`src/logic/wdt_pkg.sv`:
```
// Notes on behaviour
// - In watchdog mode, action bit 0 requests NMI, 1 requests internal reset.
// - Run bit 0 holds counter at zero; run bit 1 lets it count.
// - Interval mode raises the interval interrupt on every counter overflow.
// - Watchdog mode raises reset or NMI request on overflow.
// - Wrap flag sets when the counter goes from all ones to zero.
// - Writing 0 to the run bit clears the wrap flag.
// - Writing 0 to the flag after reading it as 1 clears it.
// - An internal reset from the watchdog clears the wrap flag.
package wdt_pkg;
  // ****************
  // Register map
  // ****************
  localparam logic [15:0] CTRL_INDEX = 16'hffbc;
  localparam logic [15:0] COUNT_INDEX = 16'hffbd;
  localparam logic [17:0] CTRL_ADDR = {CTRL_INDEX, 2'b00};
  localparam logic [17:0] COUNT_ADDR = {COUNT_INDEX, 2'b00};
  localparam logic [17:0] IRQ_STATUS_ADDR = 18'h3ff00;
  localparam logic [17:0] IRQ_MASK_ADDR = 18'h3ff04;
  // ****************
  // Control fields
  // ****************
  localparam int WRAP_BIT = 7;
  localparam int MODE_BIT = 6;
  localparam int RUN_BIT = 5;
  localparam int ACTION_BIT = 3;
  localparam int CKS_LSB = 0;
  localparam logic [7:0] CTRL_RESET = 8'h00;
  localparam logic [7:0] COUNT_RESET = 8'h00;
  localparam logic [7:0] COUNT_MAX = 8'hff;
  localparam logic [7:0] COUNT_ZERO = 8'h00;
  // ****************
  // Interrupt status bits
  // ****************
  localparam int IRQ_INTERVAL = 0;
  localparam int IRQ_NMI = 1;
  localparam int IRQ_RESET = 2;
  localparam int IRQ_W = 3;
  localparam logic [IRQ_W-1:0] IRQ_RESET_VAL = 3'h0;
  localparam logic [15:0] PRESCALE_RESET = 16'h0000;
endpackage : wdt_pkg

```
`src/logic/watchdog_interval_timer.sv`:
```
`timescale 1ns/10ps
module watchdog_interval_timer (
  input wire logic clock, // System clock
  input wire logic rst_n, // Synchronous reset, active low
  input wire logic cyc_i, // Wishbone cycle
  input wire logic stb_i, // Wishbone strobe
  input wire logic we_i, // Wishbone write
  input wire logic [3:0] sel_i, // Wishbone byte select
  input wire logic [19:0] adr_i, // Wishbone byte address
  input wire logic [31:0] dat_i, // Wishbone write data
  output logic [31:0] dat_o, // Wishbone read data
  output logic ack_o, // Wishbone acknowledge
  output logic interval_overflow_irq, // Interval interrupt request
  output logic nmi_request, // Non-maskable interrupt request
  output logic reset_request, // Internal reset request
  output logic irq // OR of status bits enabled in the mask register
);
  import wdt_pkg::*;

  // ****************
  // Bus decode
  // ****************
  logic req;
  logic wr;
  logic rd;
  logic hit_ctrl;
  logic hit_count;
  logic hit_stat;
  logic hit_mask;
  logic [7:0] ctrl_reg;
  logic [7:0] count_reg;
  logic [IRQ_W-1:0] irq_status_reg;
  logic [IRQ_W-1:0] irq_mask_reg;
  logic wrap_seen_reg;
  logic [15:0] prescale_reg;
  logic tick;
  logic wrap;
  logic run;
  logic wd_mode;
  logic [2:0] cks;

  assign req = cyc_i && stb_i && !ack_o;
  assign wr = req && we_i && sel_i[0];
  assign rd = req && !we_i;
  assign hit_ctrl = adr_i[17:0] == CTRL_ADDR;
  assign hit_count = adr_i[17:0] == COUNT_ADDR;
  assign hit_stat = adr_i[17:0] == IRQ_STATUS_ADDR;
  assign hit_mask = adr_i[17:0] == IRQ_MASK_ADDR;
  assign run = ctrl_reg[RUN_BIT];
  assign wd_mode = ctrl_reg[MODE_BIT];
  assign cks = ctrl_reg[CKS_LSB+2:CKS_LSB];

  always_ff @(posedge clock) begin
    if (!rst_n) begin
      ack_o <= 1'b0;
    end else begin
      ack_o <= cyc_i && stb_i && !ack_o;
    end
  end

  always_ff @(posedge clock) begin
    if (!rst_n) begin
      dat_o <= 32'h0000_0000;
    end else if (rd) begin
      if (hit_ctrl) begin
        dat_o <= {24'h000000, ctrl_reg};
      end else if (hit_count) begin
        dat_o <= {24'h000000, count_reg};
      end else if (hit_stat) begin
        dat_o <= {29'h0, irq_status_reg};
      end else if (hit_mask) begin
        dat_o <= {29'h0, irq_mask_reg};
      end else begin
        dat_o <= 32'h0000_0000;
      end
    end
  end

  // ****************
  // Prescaler
  // ****************
  always_ff @(posedge clock) begin
    if (!rst_n || !run) begin
      prescale_reg <= PRESCALE_RESET;
    end else begin
      prescale_reg <= prescale_reg + 16'h0001;
    end
  end

  // Tick on each carry out of the selected stage
  always_comb begin
    unique case (cks)
      3'h0: tick = &prescale_reg[0:0];
      3'h1: tick = &prescale_reg[1:0];
      3'h2: tick = &prescale_reg[3:0];
      3'h3: tick = &prescale_reg[5:0];
      3'h4: tick = &prescale_reg[7:0];
      3'h5: tick = &prescale_reg[9:0];
      3'h6: tick = &prescale_reg[11:0];
      3'h7: tick = &prescale_reg[13:0];
    endcase
  end

  // ****************
  // Counter
  // ****************
  assign wrap = run && tick && count_reg == COUNT_MAX;

  always_ff @(posedge clock) begin
    if (!rst_n || reset_request) begin
      count_reg <= COUNT_RESET;
    end else if (!run) begin
      count_reg <= COUNT_ZERO;
    end else if (wr && hit_count) begin
      count_reg <= dat_i[7:0];
    end else if (tick) begin
      count_reg <= count_reg + 8'h01;
    end
  end

  // ****************
  // Control register
  // ****************
  always_ff @(posedge clock) begin
    if (!rst_n || reset_request) begin
      ctrl_reg <= CTRL_RESET;
    end else begin
      if (wr && hit_ctrl) begin
        ctrl_reg[MODE_BIT] <= dat_i[MODE_BIT];
        ctrl_reg[RUN_BIT] <= dat_i[RUN_BIT];
        ctrl_reg[ACTION_BIT] <= dat_i[ACTION_BIT];
        ctrl_reg[CKS_LSB+2:CKS_LSB] <= dat_i[CKS_LSB+2:CKS_LSB];
      end
      if (wrap) begin
        ctrl_reg[WRAP_BIT] <= 1'b1;
      end else if (wr && hit_ctrl && !dat_i[RUN_BIT]) begin
        ctrl_reg[WRAP_BIT] <= 1'b0;
      end else if (wr && hit_ctrl && !dat_i[WRAP_BIT] && wrap_seen_reg) begin
        ctrl_reg[WRAP_BIT] <= 1'b0;
      end
    end
  end

  // Flag armed for clearing only after being read as one
  always_ff @(posedge clock) begin
    if (!rst_n || reset_request) begin
      wrap_seen_reg <= 1'b0;
    end else if (rd && hit_ctrl) begin
      wrap_seen_reg <= ctrl_reg[WRAP_BIT];
    end else if (!ctrl_reg[WRAP_BIT]) begin
      wrap_seen_reg <= 1'b0;
    end
  end

  // ****************
  // Overflow requests
  // ****************
  always_ff @(posedge clock) begin
    if (!rst_n) begin
      interval_overflow_irq <= 1'b0;
      nmi_request <= 1'b0;
      reset_request <= 1'b0;
    end else begin
      interval_overflow_irq <= wrap && !wd_mode;
      nmi_request <= wrap && wd_mode && !ctrl_reg[ACTION_BIT];
      reset_request <= wrap && wd_mode && ctrl_reg[ACTION_BIT];
    end
  end

  // ****************
  // Interrupt status and mask
  // ****************
  logic [IRQ_W-1:0] events;
  assign events = {reset_request, nmi_request, interval_overflow_irq};

  generate
    for (genvar i = 0; i < IRQ_W; i++) begin : g_stat
      always_ff @(posedge clock) begin
        if (!rst_n) begin
          irq_status_reg[i] <= IRQ_RESET_VAL[i];
        end else if (events[i]) begin
          irq_status_reg[i] <= 1'b1;
        end else if (wr && hit_stat && dat_i[i]) begin
          irq_status_reg[i] <= 1'b0;
        end
      end
    end
  endgenerate

  always_ff @(posedge clock) begin
    if (!rst_n) begin
      irq_mask_reg <= IRQ_RESET_VAL;
    end else if (wr && hit_mask) begin
      irq_mask_reg <= dat_i[IRQ_W-1:0];
    end
  end

  assign irq = |(irq_status_reg & irq_mask_reg);

  // ****************
  // Checks
  // ****************
  AST_RUN_HOLDS_ZERO: assert property (@(posedge clock) disable iff (!rst_n)
    !run |=> count_reg == COUNT_ZERO) else $error("counter not held");
  AST_WRAP_SETS: assert property (@(posedge clock) disable iff (!rst_n)
    wrap && !wd_mode |=> ctrl_reg[WRAP_BIT]) else $error("flag not set");
  AST_INTERVAL: assert property (@(posedge clock) disable iff (!rst_n)
    wrap && !wd_mode |=> interval_overflow_irq && !nmi_request)
    else $error("interval irq missing");
  AST_NMI: assert property (@(posedge clock) disable iff (!rst_n)
    wrap && wd_mode && !ctrl_reg[ACTION_BIT] |=> nmi_request && !reset_request)
    else $error("nmi missing");
  AST_RESET: assert property (@(posedge clock) disable iff (!rst_n)
    wrap && wd_mode && ctrl_reg[ACTION_BIT] |=> reset_request)
    else $error("reset request missing");
  AST_RESET_CLEARS: assert property (@(posedge clock) disable iff (!rst_n)
    reset_request |=> !ctrl_reg[WRAP_BIT]) else $error("flag kept");
  AST_RUN_CLEAR: assert property (@(posedge clock) disable iff (!rst_n)
    wr && hit_ctrl && !dat_i[RUN_BIT] && !wrap && !reset_request
    |=> !ctrl_reg[WRAP_BIT]) else $error("run write kept flag");
  AST_UNREAD_NO_CLEAR: assert property (@(posedge clock) disable iff (!rst_n)
    ctrl_reg[WRAP_BIT] && !wrap_seen_reg && wr && hit_ctrl
    && dat_i[RUN_BIT] && !reset_request |=> ctrl_reg[WRAP_BIT])
    else $error("flag cleared unread");
  AST_LOAD: assert property (@(posedge clock) disable iff (!rst_n)
    run && wr && hit_count && !reset_request |=> count_reg == $past(dat_i[7:0]))
    else $error("counter load lost");

  // ****************
  // Bus handshake, read data and mask write checks
  // ****************
  AST_ACK_ONE_CYCLE: assert property (@(posedge clock) disable iff (!rst_n)
    ack_o |=> !ack_o)
    else $error("ack held too long");
  AST_ACK_ANSWERS: assert property (@(posedge clock) disable iff (!rst_n)
    cyc_i && stb_i && !ack_o |=> ack_o)
    else $error("ack missing");
  AST_ACK_IDLE: assert property (@(posedge clock) disable iff (!rst_n)
    !(cyc_i && stb_i) |=> !ack_o)
    else $error("ack without request");
  AST_READ_HOLDS: assert property (@(posedge clock) disable iff (!rst_n)
    !rd |=> $stable(dat_o))
    else $error("read data moved");
  AST_MASK_WRITE: assert property (@(posedge clock) disable iff (!rst_n)
    wr && hit_mask |=> irq_mask_reg == $past(dat_i[IRQ_W-1:0]))
    else $error("mask write lost");

  // ****************
  // Counter checks
  // ****************
  AST_PRESCALE_IDLE: assert property (@(posedge clock) disable iff (!rst_n)
    !run |=> prescale_reg == PRESCALE_RESET)
    else $error("prescaler ran while stopped");
  AST_COUNT_STEP: assert property (@(posedge clock) disable iff (!rst_n)
    run && tick && !(wr && hit_count) && !reset_request
    |=> count_reg == $past(count_reg) + 8'h01) else $error("no step");
  AST_COUNT_HOLD: assert property (@(posedge clock) disable iff (!rst_n)
    run && !tick && !(wr && hit_count) && !reset_request
    |=> $stable(count_reg)) else $error("count moved off tick");
  AST_WD_RESET_COUNT: assert property (@(posedge clock) disable iff (!rst_n)
    reset_request |=> count_reg == COUNT_RESET && !run)
    else $error("reset left counter running");

  // ****************
  // Flag checks
  // ****************
  AST_FLAG_KEEP: assert property (@(posedge clock) disable iff (!rst_n)
    !wrap && !(wr && hit_ctrl) && !reset_request
    |=> ctrl_reg[WRAP_BIT] == $past(ctrl_reg[WRAP_BIT]))
    else $error("flag changed alone");
  AST_ONE_WRITE_NOP: assert property (@(posedge clock) disable iff (!rst_n)
    wr && hit_ctrl && dat_i[WRAP_BIT] && dat_i[RUN_BIT] && !wrap
    && !reset_request |=> ctrl_reg[WRAP_BIT] == $past(ctrl_reg[WRAP_BIT]))
    else $error("one write moved flag");
  AST_SEEN_CLEAR: assert property (@(posedge clock) disable iff (!rst_n)
    wr && hit_ctrl && !dat_i[WRAP_BIT] && wrap_seen_reg && !wrap
    && !reset_request |=> !ctrl_reg[WRAP_BIT])
    else $error("armed clear ignored");

  // ****************
  // Request checks
  // ****************
  AST_IVL_ALONE: assert property (@(posedge clock) disable iff (!rst_n)
    interval_overflow_irq |-> !nmi_request && !reset_request)
    else $error("interval with watchdog request");
  AST_NMI_ALONE: assert property (@(posedge clock) disable iff (!rst_n)
    nmi_request |-> !reset_request)
    else $error("nmi with reset request");
  AST_QUIET: assert property (@(posedge clock) disable iff (!rst_n)
    !wrap |=> !interval_overflow_irq && !nmi_request && !reset_request)
    else $error("request without wrap");
  AST_RESET_ONLY: assert property (@(posedge clock) disable iff (!rst_n)
    wrap && wd_mode && ctrl_reg[ACTION_BIT]
    |=> !nmi_request && !interval_overflow_irq)
    else $error("wrong request on reset wrap");

  // ****************
  // Status checks
  // ****************
  AST_STAT_IVL: assert property (@(posedge clock) disable iff (!rst_n)
    interval_overflow_irq |=> irq_status_reg[IRQ_INTERVAL])
    else $error("interval status not set");
  AST_STAT_NMI: assert property (@(posedge clock) disable iff (!rst_n)
    nmi_request |=> irq_status_reg[IRQ_NMI])
    else $error("nmi status not set");
  AST_STAT_RESET: assert property (@(posedge clock) disable iff (!rst_n)
    reset_request |=> irq_status_reg[IRQ_RESET])
    else $error("reset status not set");
  AST_STAT_CLEAR: assert property (@(posedge clock) disable iff (!rst_n)
    wr && hit_stat && dat_i[IRQ_INTERVAL] && !interval_overflow_irq
    |=> !irq_status_reg[IRQ_INTERVAL]) else $error("status not cleared");
  AST_IRQ_QUIET: assert property (@(posedge clock) disable iff (!rst_n)
    ~|irq_mask_reg |-> !irq)
    else $error("irq while all masked");
endmodule : watchdog_interval_timer

```
`config.mk`:
```
export PLATFORM = sky130hd
export DESIGN_NAME = watchdog_interval_timer
export DESIGN_NICKNAME = d
export VERILOG_FILES = /design/src/logic/wdt_pkg.sv /design/src/logic/watchdog_interval_timer.sv
export SDC_FILE = /design/constraint.sdc
export NUM_CORES = 1
export LEC_CHECK = 0
export BUFFER_PORTS_ARGS = -buffer_cell sky130_fd_sc_hd__buf_2
export CORE_MARGIN = 8
export CORE_UTILIZATION = 49
export DETAILED_ROUTE_END_ITERATION = 8
export PLACE_DENSITY = 0.9
export SKIP_CTS_REPAIR_TIMING = 1
export SLEW_MARGIN = 20
export SYNTH_ARGS = -nofsm -noshare
export SYNTH_HDL_FRONTEND = slang
export SYNTH_SLANG_ARGS = --single-unit
```
`constraint.sdc`:
```
create_clock -name clock -period 2.2 [get_ports clock]
set_input_delay 0.11 -clock clock [delete_from_list [all_inputs] [get_ports clock]]
set_output_delay 0.11 -clock clock [all_outputs]
set_load 0.01 [all_outputs]
```
==> results of run 1 <==
final cells by class:
cell class                      count  area, um2
Sequential cell                    48      960.9
Fill cell                         441       2181
Tap cell                           70      87.58
Multi-Input combinational cell    225       1366
Inverter                            9      33.78
Clock buffer                        5      68.82
Timing Repair Buffer               50      265.3
Clock inverter                      3      46.29
worst min-delay path, cell delays in order:
cell     delay (ns)
buf_2          0.10
mux2i_1        0.06
nor2_1         0.07
where the power goes:
| part | switching, mW | internal [mW] |
|---|---|---|
| Sequential | 0.000297 | 0.869 |
| Clock | 0.318 | 0.343 |
| Combinational | 0.0515 | 0.0295 |
| Total | 0.370 | 1.24 |
stage by stage:
step / power, mW / worst slack [ns] / cells
6_report: 1.611 / 0.2668 / 410
5_1_grt: 1.659 / 0.1102 / 410
4_1_cts: 1.617 / 0.2651 / 410
3_5_place_dp: 0.9678 / 0.2796 / 402
3_3_place_gp: 0.9669 / 0.3866 / 402
2_1_floorplan: 0.9634 / 0.3635 / 314
worst min-delay path by stage:
stage	endpoint	slack (ns)	cells after the start
floorplan	ctrl_reg[0]	0.25	2
global placement	ctrl_reg[6]	0.37	3
detailed placement	ctrl_reg[6]	0.38	3
CTS	ctrl_reg[6]	0.05	3
global route	ctrl_reg[6]	0.07	3
finish	ctrl_reg[6]	0.05	3
synthesized netlist by cell type, drive strengths merged, types with 3 or more instances:
master / n
mux2: 4
nand3: 15
or2: 4
and3: 7
inv: 9
nand2: 27
xnor2: 7
clkbuf: 7
nand4: 8
dfxtp: 48
a21oi: 14
o21a: 3
xor2: 9
mux2i: 11
o21ai: 10
or3: 3
buf: 25
a21boi: 12
nor3: 4
and2: 4
nor2: 28
nor3b: 4
nor2b: 4
layer usage:
metal | vias up | wire (um) | global-route usage, %
li1 | 1056 | - | -
met1 | 989 | 2260 | 16.29
met2 | 67 | 2957 | 28.38
met3 | 14 | 345 | 3.302
met4 | 0 | 127 | 6.563
met5 | - | 0 | 0
cell families (layout without fill, tap and decap cells):
family	Yosys count	count (layout)	synth area share, %
compound gates	50	50	13.29
xor+xnor	16	16	5.640
fa+ha+maj	2	2	1.007
buf+inv	41	67	9.819
flops	48	48	38.67
mux	15	15	6.244
other cells	1	24	0.1509
simple gates	118	118	25.18
==> qor.csv, run 1 <==
metric;value;unit
syn_area;2485;um2
grt_max_degree;21;
clockBufferDepth;2;
p_per_area;569.3;nW/um2
grt_pass1_vias;2100;
synth-edff-count;0;
grt_pass1_wl;9.377;mm
root_buffer;clkbuf_8;
worst_ep_required_time;2.42;ns
path_buf_inv;0;
max_cap_viol_count;0;
wl;5.690;mm
clk_latency;0.31;ns
vias;2126;
path_clk_slew;0.10;ns
start_util;49.60;%
dieArea;7606;um2
utilization;56.47;%
place_hpwl;4.362;mm
diodes;0;
io_pins;98;
setup_viol;0;
cts_tree;yes;
path_max_fanout;7;
drc;0;
critPathLaunch;prescale_reg[2];
portBuffers;44;
reg2reg_depth;6;
path_class;flop to flop;
synth_seq_cells;48;
regToRegSetupSlack;0.27;ns
async_reset_ff_share;0;%
fin_crit;1.933;ns
cp_slowest_cell;dfxtp_1;
worst_slew_pin_slew;0.5642;ns
antenna_found_initial;0;
postPlaceCellArea;2714;um2
cp-end-kind;flop;
place.gp.congestion;0.8677;
vdd_ir_drop_max;0.0004145;V
hold_violations;0;
avgViaCountPerCell;5.185;
synth_top_cell_by_area;dfxtp_1;
clock_sinks;48;
row_count;26;
leakage;1.136;nW
grtUsageTotal;15.36;%
yosysTopAreaCellShare;38.67;%
fin_crit_sh;87.87;%
die_x;87.21;um
ys_warn_count;0;
drt-pass1-iter-count;4;
drive_gt1_share;21.76;%
synthFlopType;dfxtp_1;
largest_register_ffs;14;
finalInstanceArea;2829;um2
setup_tns;0;ns
crit_family;compound AO/OA/AOI/OAI gates;
numCtsBuffers;5;
crit_path_end;count_reg[0];
cts_max_level;2;
nets;402;
hp-class;primary input to flop;
design.core.area;5010;um2
critPathMaxStageDelay;0.46;ns
die-height;87.21;um
timing.rr.end;count_reg[0];
grt_overflow;0;
rsz0062_at_grt;false;
critPathLaunchType;flop;
synth_cell_type_count;47;
cp_cell_sequence;nand4_1 -> a31oi_1 -> a32oi_2 -> nor2_1 -> xnor2_1 -> a211oi_1;
ys_top_cells_by_area;dfxtp_1 39%, buf_4 7.3%, mux2i_1 4.4%;
worst_slew_margin_rel;62.31;%
max_freq;517.3;MHz
seq_area_frac_synth;38.67;%
drtIter0Drc;214;
arrival;2.15;ns
timing.rr.start;prescale_reg[2];
wl_per_cell;13.88;um
hp-start;dat_i[6];
hold_slack;0.05281;ns
layout_common_cells;48 x dfxtp_1, 44 x buf_2, 27 x nand2_1, 27 x nor2_1, 24 x conb_1;
area_delta_synth_final;13.85;%
skew;0.009739;ns
syn_area_per_cell;8.539;um2
final_max_slew_viol_count;0;
final_common_cell;dfxtp_1;
detail-route-antenna-nets;0;
synthesis.instances;291;
status;completed;
critical_path_cell_count;6;
No activity file was read; power rests on OpenSTA's default activity.
==> run 2: changes to the inputs <==
--- a/config.mk
+++ b/config.mk
@@ -7,9 +7,9 @@
 export LEC_CHECK = 0
 export BUFFER_PORTS_ARGS = -buffer_cell sky130_fd_sc_hd__buf_2
 export CORE_MARGIN = 8
-export CORE_UTILIZATION = 49
+export CORE_UTILIZATION = 44
 export DETAILED_ROUTE_END_ITERATION = 8
-export PLACE_DENSITY = 0.9
+export PLACE_DENSITY = 0.86
 export SKIP_CTS_REPAIR_TIMING = 1
 export SLEW_MARGIN = 20
 export SYNTH_ARGS = -nofsm -noshare
==> constraint.sdc (replaced) <==
create_clock -name clock -period 1.7 [get_ports clock]
set_input_delay 0.085 -clock clock [delete_from_list [all_inputs] [get_ports clock]]
set_output_delay 0.085 -clock clock [all_outputs]
set_load 0.01 [all_outputs]
==> run 2 against run 1 <==
Effect of this change:
- first-iteration DRC count down 46%
- die area up 9.2%
- core utilization down 1.3 points
- combinational power up 37%
- sequential power up 29%
- routed wire length up 7.5%
- power up 38%
- global-route usage down 0.52 points
- sequential share of layout area down 1.5 points
- clock skew up 0.0011 ns
- cell count up 3.7%
- critical endpoint is now count_reg[7]
- largest power group unchanged
==> qor.csv, run 2 (synthesis results as in run 1) <==
metric;value;unit;change
cts_tree;yes;;
max_freq;588.8;MHz;+14%
drc;0;;unchanged
place_hpwl;4.727;mm;+8.4%
path_class;flop to flop;;
skew;0.01086;ns;+0.001125 ns
root_buffer;clkbuf_8;;
clk_latency;0.30;ns;about the same
leakage;1.227;nW;+8.0%
row_count;27;;+3.8%
max_cap_viol_count;0;;unchanged
arrival;1.90;ns;-0.25 ns
power.share.combinational;5.0;%;about the same
status;completed;;
fin_crit_sh;99.90;%;+12 points
diodes;0;;unchanged
grt_pass1_vias;2283;;+8.7%
grtUsageTotal;14.84;%;-0.52 points
vias;2184;;+2.7%
setup_viol;0;;unchanged
setup_tns;0;ns;unchanged
largest_register_ffs;14;;unchanged
design.core.area;5473;um2;+9.2%
drtIter0Drc;115;;-46%
drive_gt1_share;29.75;%;+8.0 points
n_fill_cell;495;;+12%
path_max_fanout;4;;-3
cp-end-kind;flop;;
placed_cells;415;;+3.2%
final_common_cell;buf_2;;
avgViaCountPerCell;5.139;;-0.90%
utilization;55.19;%;-1.3 points
nets;415;;+3.2%
p_per_area;738.2;nW/um2;+30%
hold_violations;0;;unchanged
clockBufferDepth;2;;unchanged
detail-route-antenna-nets;0;;unchanged
layout_common_cells;44 x buf_2, 37 x dfxtp_1, 27 x nand2_1, 27 x nor2_1, 24 x conb_1;;
start_util;45.40;%;-4.2 points
wl;6.118;mm;+7.5%
final_max_slew_viol_count;0;;unchanged
hold_slack;0.02286;ns;-0.02995 ns
dieArea;8308;um2;+9.2%
path_clk_slew;0.10;ns;about the same
grt_max_degree;17;;-19%
p_clk_share;44.7;%;+3.7 points
vdd_ir_drop_max;0.0004550;V;+9.8%
die_x;91.15;um;+4.5%
hp-class;primary input to flop;;
clock_sinks;48;;unchanged
p_int;1.755;mW;+41%
place.gp.congestion;0.9052;;+4.3%
fin_crit;1.698;ns;-0.2350 ns
cts_max_level;2;;unchanged
wl_per_cell;14.40;um;+3.7%
portBuffers;44;;unchanged
drt-pass1-iter-count;4;;unchanged
antenna_found_initial;0;;unchanged
area_delta_synth_final;21.55;%;
numCtsBuffers;5;;unchanged
p_sw;475.1;uW;+28%
die-height;91.15;um;+4.5%
swShare;21.31;%;-1.7 points
rsz0062_at_grt;true;;
critPathLaunchType;flop;;
io_pins;98;;unchanged
grt_overflow;0;;unchanged
grt_pass1_wl;10.43;mm;+11%
worst_ep_required_time;1.90;ns;-0.52 ns
layout.cells.non_filler;425;;+3.7%
seqPwrFrac;50.3;%;-3.7 points
-- run 2: worst paths after layout --
check	from	cells after the start	slack, ns	endpoint
worst max-delay path	prescale_reg[2]	6	0.002	count_reg[7]
worst min-delay path	dat_i[6]	3	0.02	ctrl_reg[6]
worst max register to register	prescale_reg[2]	6	0.002	count_reg[7]
worst min register to register	dat_o[5]	2	0.47	dat_o[5]
-- run 2: power groups by stage --
stage / Clock (mW) / Combinational, mW / Sequential, mW
floorplan: 0 / 0.0953 / 1.15
global placement: 0 / 0.105 / 1.15
detailed placement: 0 / 0.107 / 1.15
CTS: 1.01 / 0.108 / 1.12
global route: 1.04 / 0.123 / 1.12
finish: 0.997 / 0.111 / 1.12
-- run 2: cell type report --
| type | instances | area [um2] | share of cell area [%] |
|---|---|---|---|
| flip-flops and latches | 48 | 979.7 | 32.44 |
| clock inverters | 3 | 68.82 | 2.278 |
| multi-input cells | 225 | 1416 | 46.89 |
| repair buffers | 63 | 362.8 | 12.01 |
| well taps | 72 | 90.09 | 2.983 |
| inverters | 9 | 33.78 | 1.118 |
| clock buffers | 5 | 68.82 | 2.278 |
-- run 2: metal layers --
metal / vias to the layer above / part of all wire [%] / routed length (um) / global-route usage [%]
met5: - / 0 / 0 / 0
met4: 0 / 1.0 / 62 / 4.502
met3: 7 / 6.9 / 421 / 5.021
met2: 68 / 50 / 3056 / 26.42
met1: 1025 / 42 / 2579 / 16.22
li1: 1084 / - / - / -
-- run 2: worst max-delay path: stages, from the launching register on --
cell     delay, ns
dfxtp_2       0.36
nand4_1       0.14
a31oi_1       0.22
a32oi_2       0.21
nor4_4        0.35
mux2i_1       0.22
o22ai_1       0.09
-- run 2: metrics by stage --
step / area, um2 / total power, mW / setup WS [ns]
finish: 3020 / 2.230 / 0.001767
global route: 3020 / 2.290 / -0.1285
CTS: 2950 / 2.238 / -0.08082
detailed placement: 2813 / 1.258 / -0.06042
global placement: 2813 / 1.256 / 0.001368
floorplan: 2585 / 1.247 / 0.008326
==> run 3: changes to the inputs <==
==> constraint.sdc (replaced) <==
create_clock -name clock -period 1.7 [get_ports clock]
set_input_delay 0.255 -clock clock [delete_from_list [all_inputs] [get_ports clock]]
set_output_delay 0.255 -clock clock [all_outputs]
set_load 0.01 [all_outputs]
==> run 3 against run 2 <==
Effect of this change:
- the flow now finishes with violations (setup timing)
- power is 6.2% lower
- core utilization rose by 0.37 points
- largest power group unchanged
- hold slack improved by 0.17 ns
- die area did not move
- via count rose by 3.8%
- clock skew decreased by 0.0042 ns
- global-route usage is 0.22 points higher
- clock-buffer cell count unchanged
- clock power shrank 14%
- sequential share of layout area down 0.34 points
- routed wire length is 6.4% higher
- largest cell class unchanged
- highest routed layer unchanged
- cell count grew 0.94%
==> qor.csv, run 3 (synthesis results as in run 1) <==
metric;value;unit;change
status;complete, but fails checks;;
violations;setup timing;;
die-height;91.15;um;unchanged
fin_crit;1.770;ns;+0.07184 ns
largest_register_ffs;14;;unchanged
regToRegSetupSlack;-0.07;ns;-0.07 ns
vdd_ir_drop_max;0.0005250;V;+15%
die_x;91.15;um;unchanged
final_common_cell;buf_2;;
fin_crit_sh;104.1;%;+4.2 points
max_freq;565.0;MHz;-4.1%
clk_latency;0.30;ns;about the same
setup_tns;-0.1067;ns;-0.1067 ns
grt_pass1_wl;10.49;mm;+0.59%
path_max_fanout;5;;+1
path_clk_slew;0.10;ns;about the same
place_hpwl;4.925;mm;+4.2%
arrival;1.96;ns;+0.06 ns
swShare;23.11;%;+1.8 points
seqPwrFrac;53.6;%;+3.3 points
critPathLaunchType;flop;;
cts_tree;yes;;
worst_ep_required_time;1.89;ns;about the same
clockBufferDepth;2;;unchanged
clock_sinks;48;;unchanged
drive_gt1_share;29.97;%;+0.23 points
p_sw;483.2;uW;+1.7%
area_delta_synth_final;22.36;%;
power.share.combinational;5.5;%;+0.5 points
final_max_slew_viol_count;0;;unchanged
placed_cells;420;;+1.2%
layout_common_cells;44 x buf_2, 40 x dfxtp_1, 27 x nand2_1, 27 x nor2_1, 24 x conb_1;;
grt_overflow;0;;unchanged
cp-end-kind;flop;;
grt_max_degree;17;;unchanged
io_pins;98;;unchanged
row_count;27;;unchanged
nets;419;;+0.96%
cts_max_level;2;;unchanged
grtUsageTotal;15.06;%;+0.22 points
seq_area;975.9;um2;-0.38%
antenna_found_initial;0;;unchanged
wl_per_cell;15.17;um;+5.4%
worst_slack;-0.07007;ns;-0.07184 ns
diodes;0;;unchanged
path_class;flop to flop;;
n_fill_cell;487;;-1.6%
setup_viol;3;;+3
dieArea;8308;um2;unchanged
drt-pass1-iter-count;4;;unchanged
avgViaCountPerCell;5.282;;+2.8%
portBuffers;44;;unchanged
hold_slack;0.1933;ns;+0.1705 ns
leakage;1.230;nW;+0.25%
finalPower;2.091;mW;-6.2%
numCtsBuffers;5;;unchanged
multi_input_area;1429;um2;+0.88%
wl;6.508;mm;+6.4%
max_cap_viol_count;0;;unchanged
grt_pass1_vias;2227;;-2.5%
p_per_area;687.8;nW/um2;-6.8%
detail-route-antenna-nets;0;;unchanged
drtIter0Drc;104;;-9.6%
layout.cells.non_filler;429;;+0.94%
rsz0062_at_grt;true;;
p_clk_share;40.9;%;-3.8 points
root_buffer;clkbuf_8;;
start_util;45.40;%;unchanged
skew;0.006652;ns;-0.004212 ns
drc;0;;unchanged
p_int;1.608;mW;-8.3%
design.core.area;5473;um2;unchanged
place.gp.congestion;0.9229;;+2.0%
hold_violations;0;;unchanged
hp-class;primary input to flop;;
vias;2266;;+3.8%
## run 3: power by group through the flow
stage	clock (mW)	sequential, mW	combinational [mW]
5_1_grt	0.917	1.12	0.127
3_5_place_dp	0	1.15	0.110
2_1_floorplan	0	1.15	0.0953
4_1_cts	0.857	1.12	0.111
3_3_place_gp	0	1.15	0.108
6_report	0.855	1.12	0.115
## run 3: cell type report
cell class                 instances  share of cell area, %
clock buffer                       5                  2.263
timing repair buffer              67                  13.05
multi-input combinational        225                  47.00
inverter                           9                  1.111
sequential                        48                  32.10
clock inverter                     3                  1.523
tap                               72                  2.963
## run 3: critical path, cell delays in order (launching register included)
cell and delay (ns):
dfxtp_4 0.38, or3_4 0.40, o21ai_2 0.09, a32oi_2 0.12, buf_6 0.17, nor4_4 0.18, mux2i_1 0.21, o22ai_1 0.11
## run 3: routing by layer
metal | up-vias | global-route usage, % | routed length [um]
met5 | - | 0 | 0
met4 | 0 | 6.685 | 102
met3 | 11 | 4.774 | 470
met2 | 92 | 25.33 | 3248
met1 | 1065 | 17.10 | 2688
li1 | 1098 | - | -
## run 3: path summary, 6_finish.rpt
path / start / end / cells after the start
max reg2reg: ctrl_reg[0] / count_reg[7] / 7
min: dat_i[6] / ctrl_reg[6] / 3
max: ctrl_reg[0] / count_reg[7] / 7
min reg2reg: dat_o[1] / dat_o[1] / 2
## run 3: per-stage QoR
stage | util (%) | instance area (um2) | setup slack [ns]
after CTS | 54.18 | 2965 | -0.1436
after detailed placement | 52.08 | 2850 | -0.1471
after floorplan | - | 2585 | 0.008326
after global routing | 55.56 | 3040 | -0.1096
final | 55.56 | 3040 | -0.07007
after global placement | 52.08 | 2850 | -0.06659
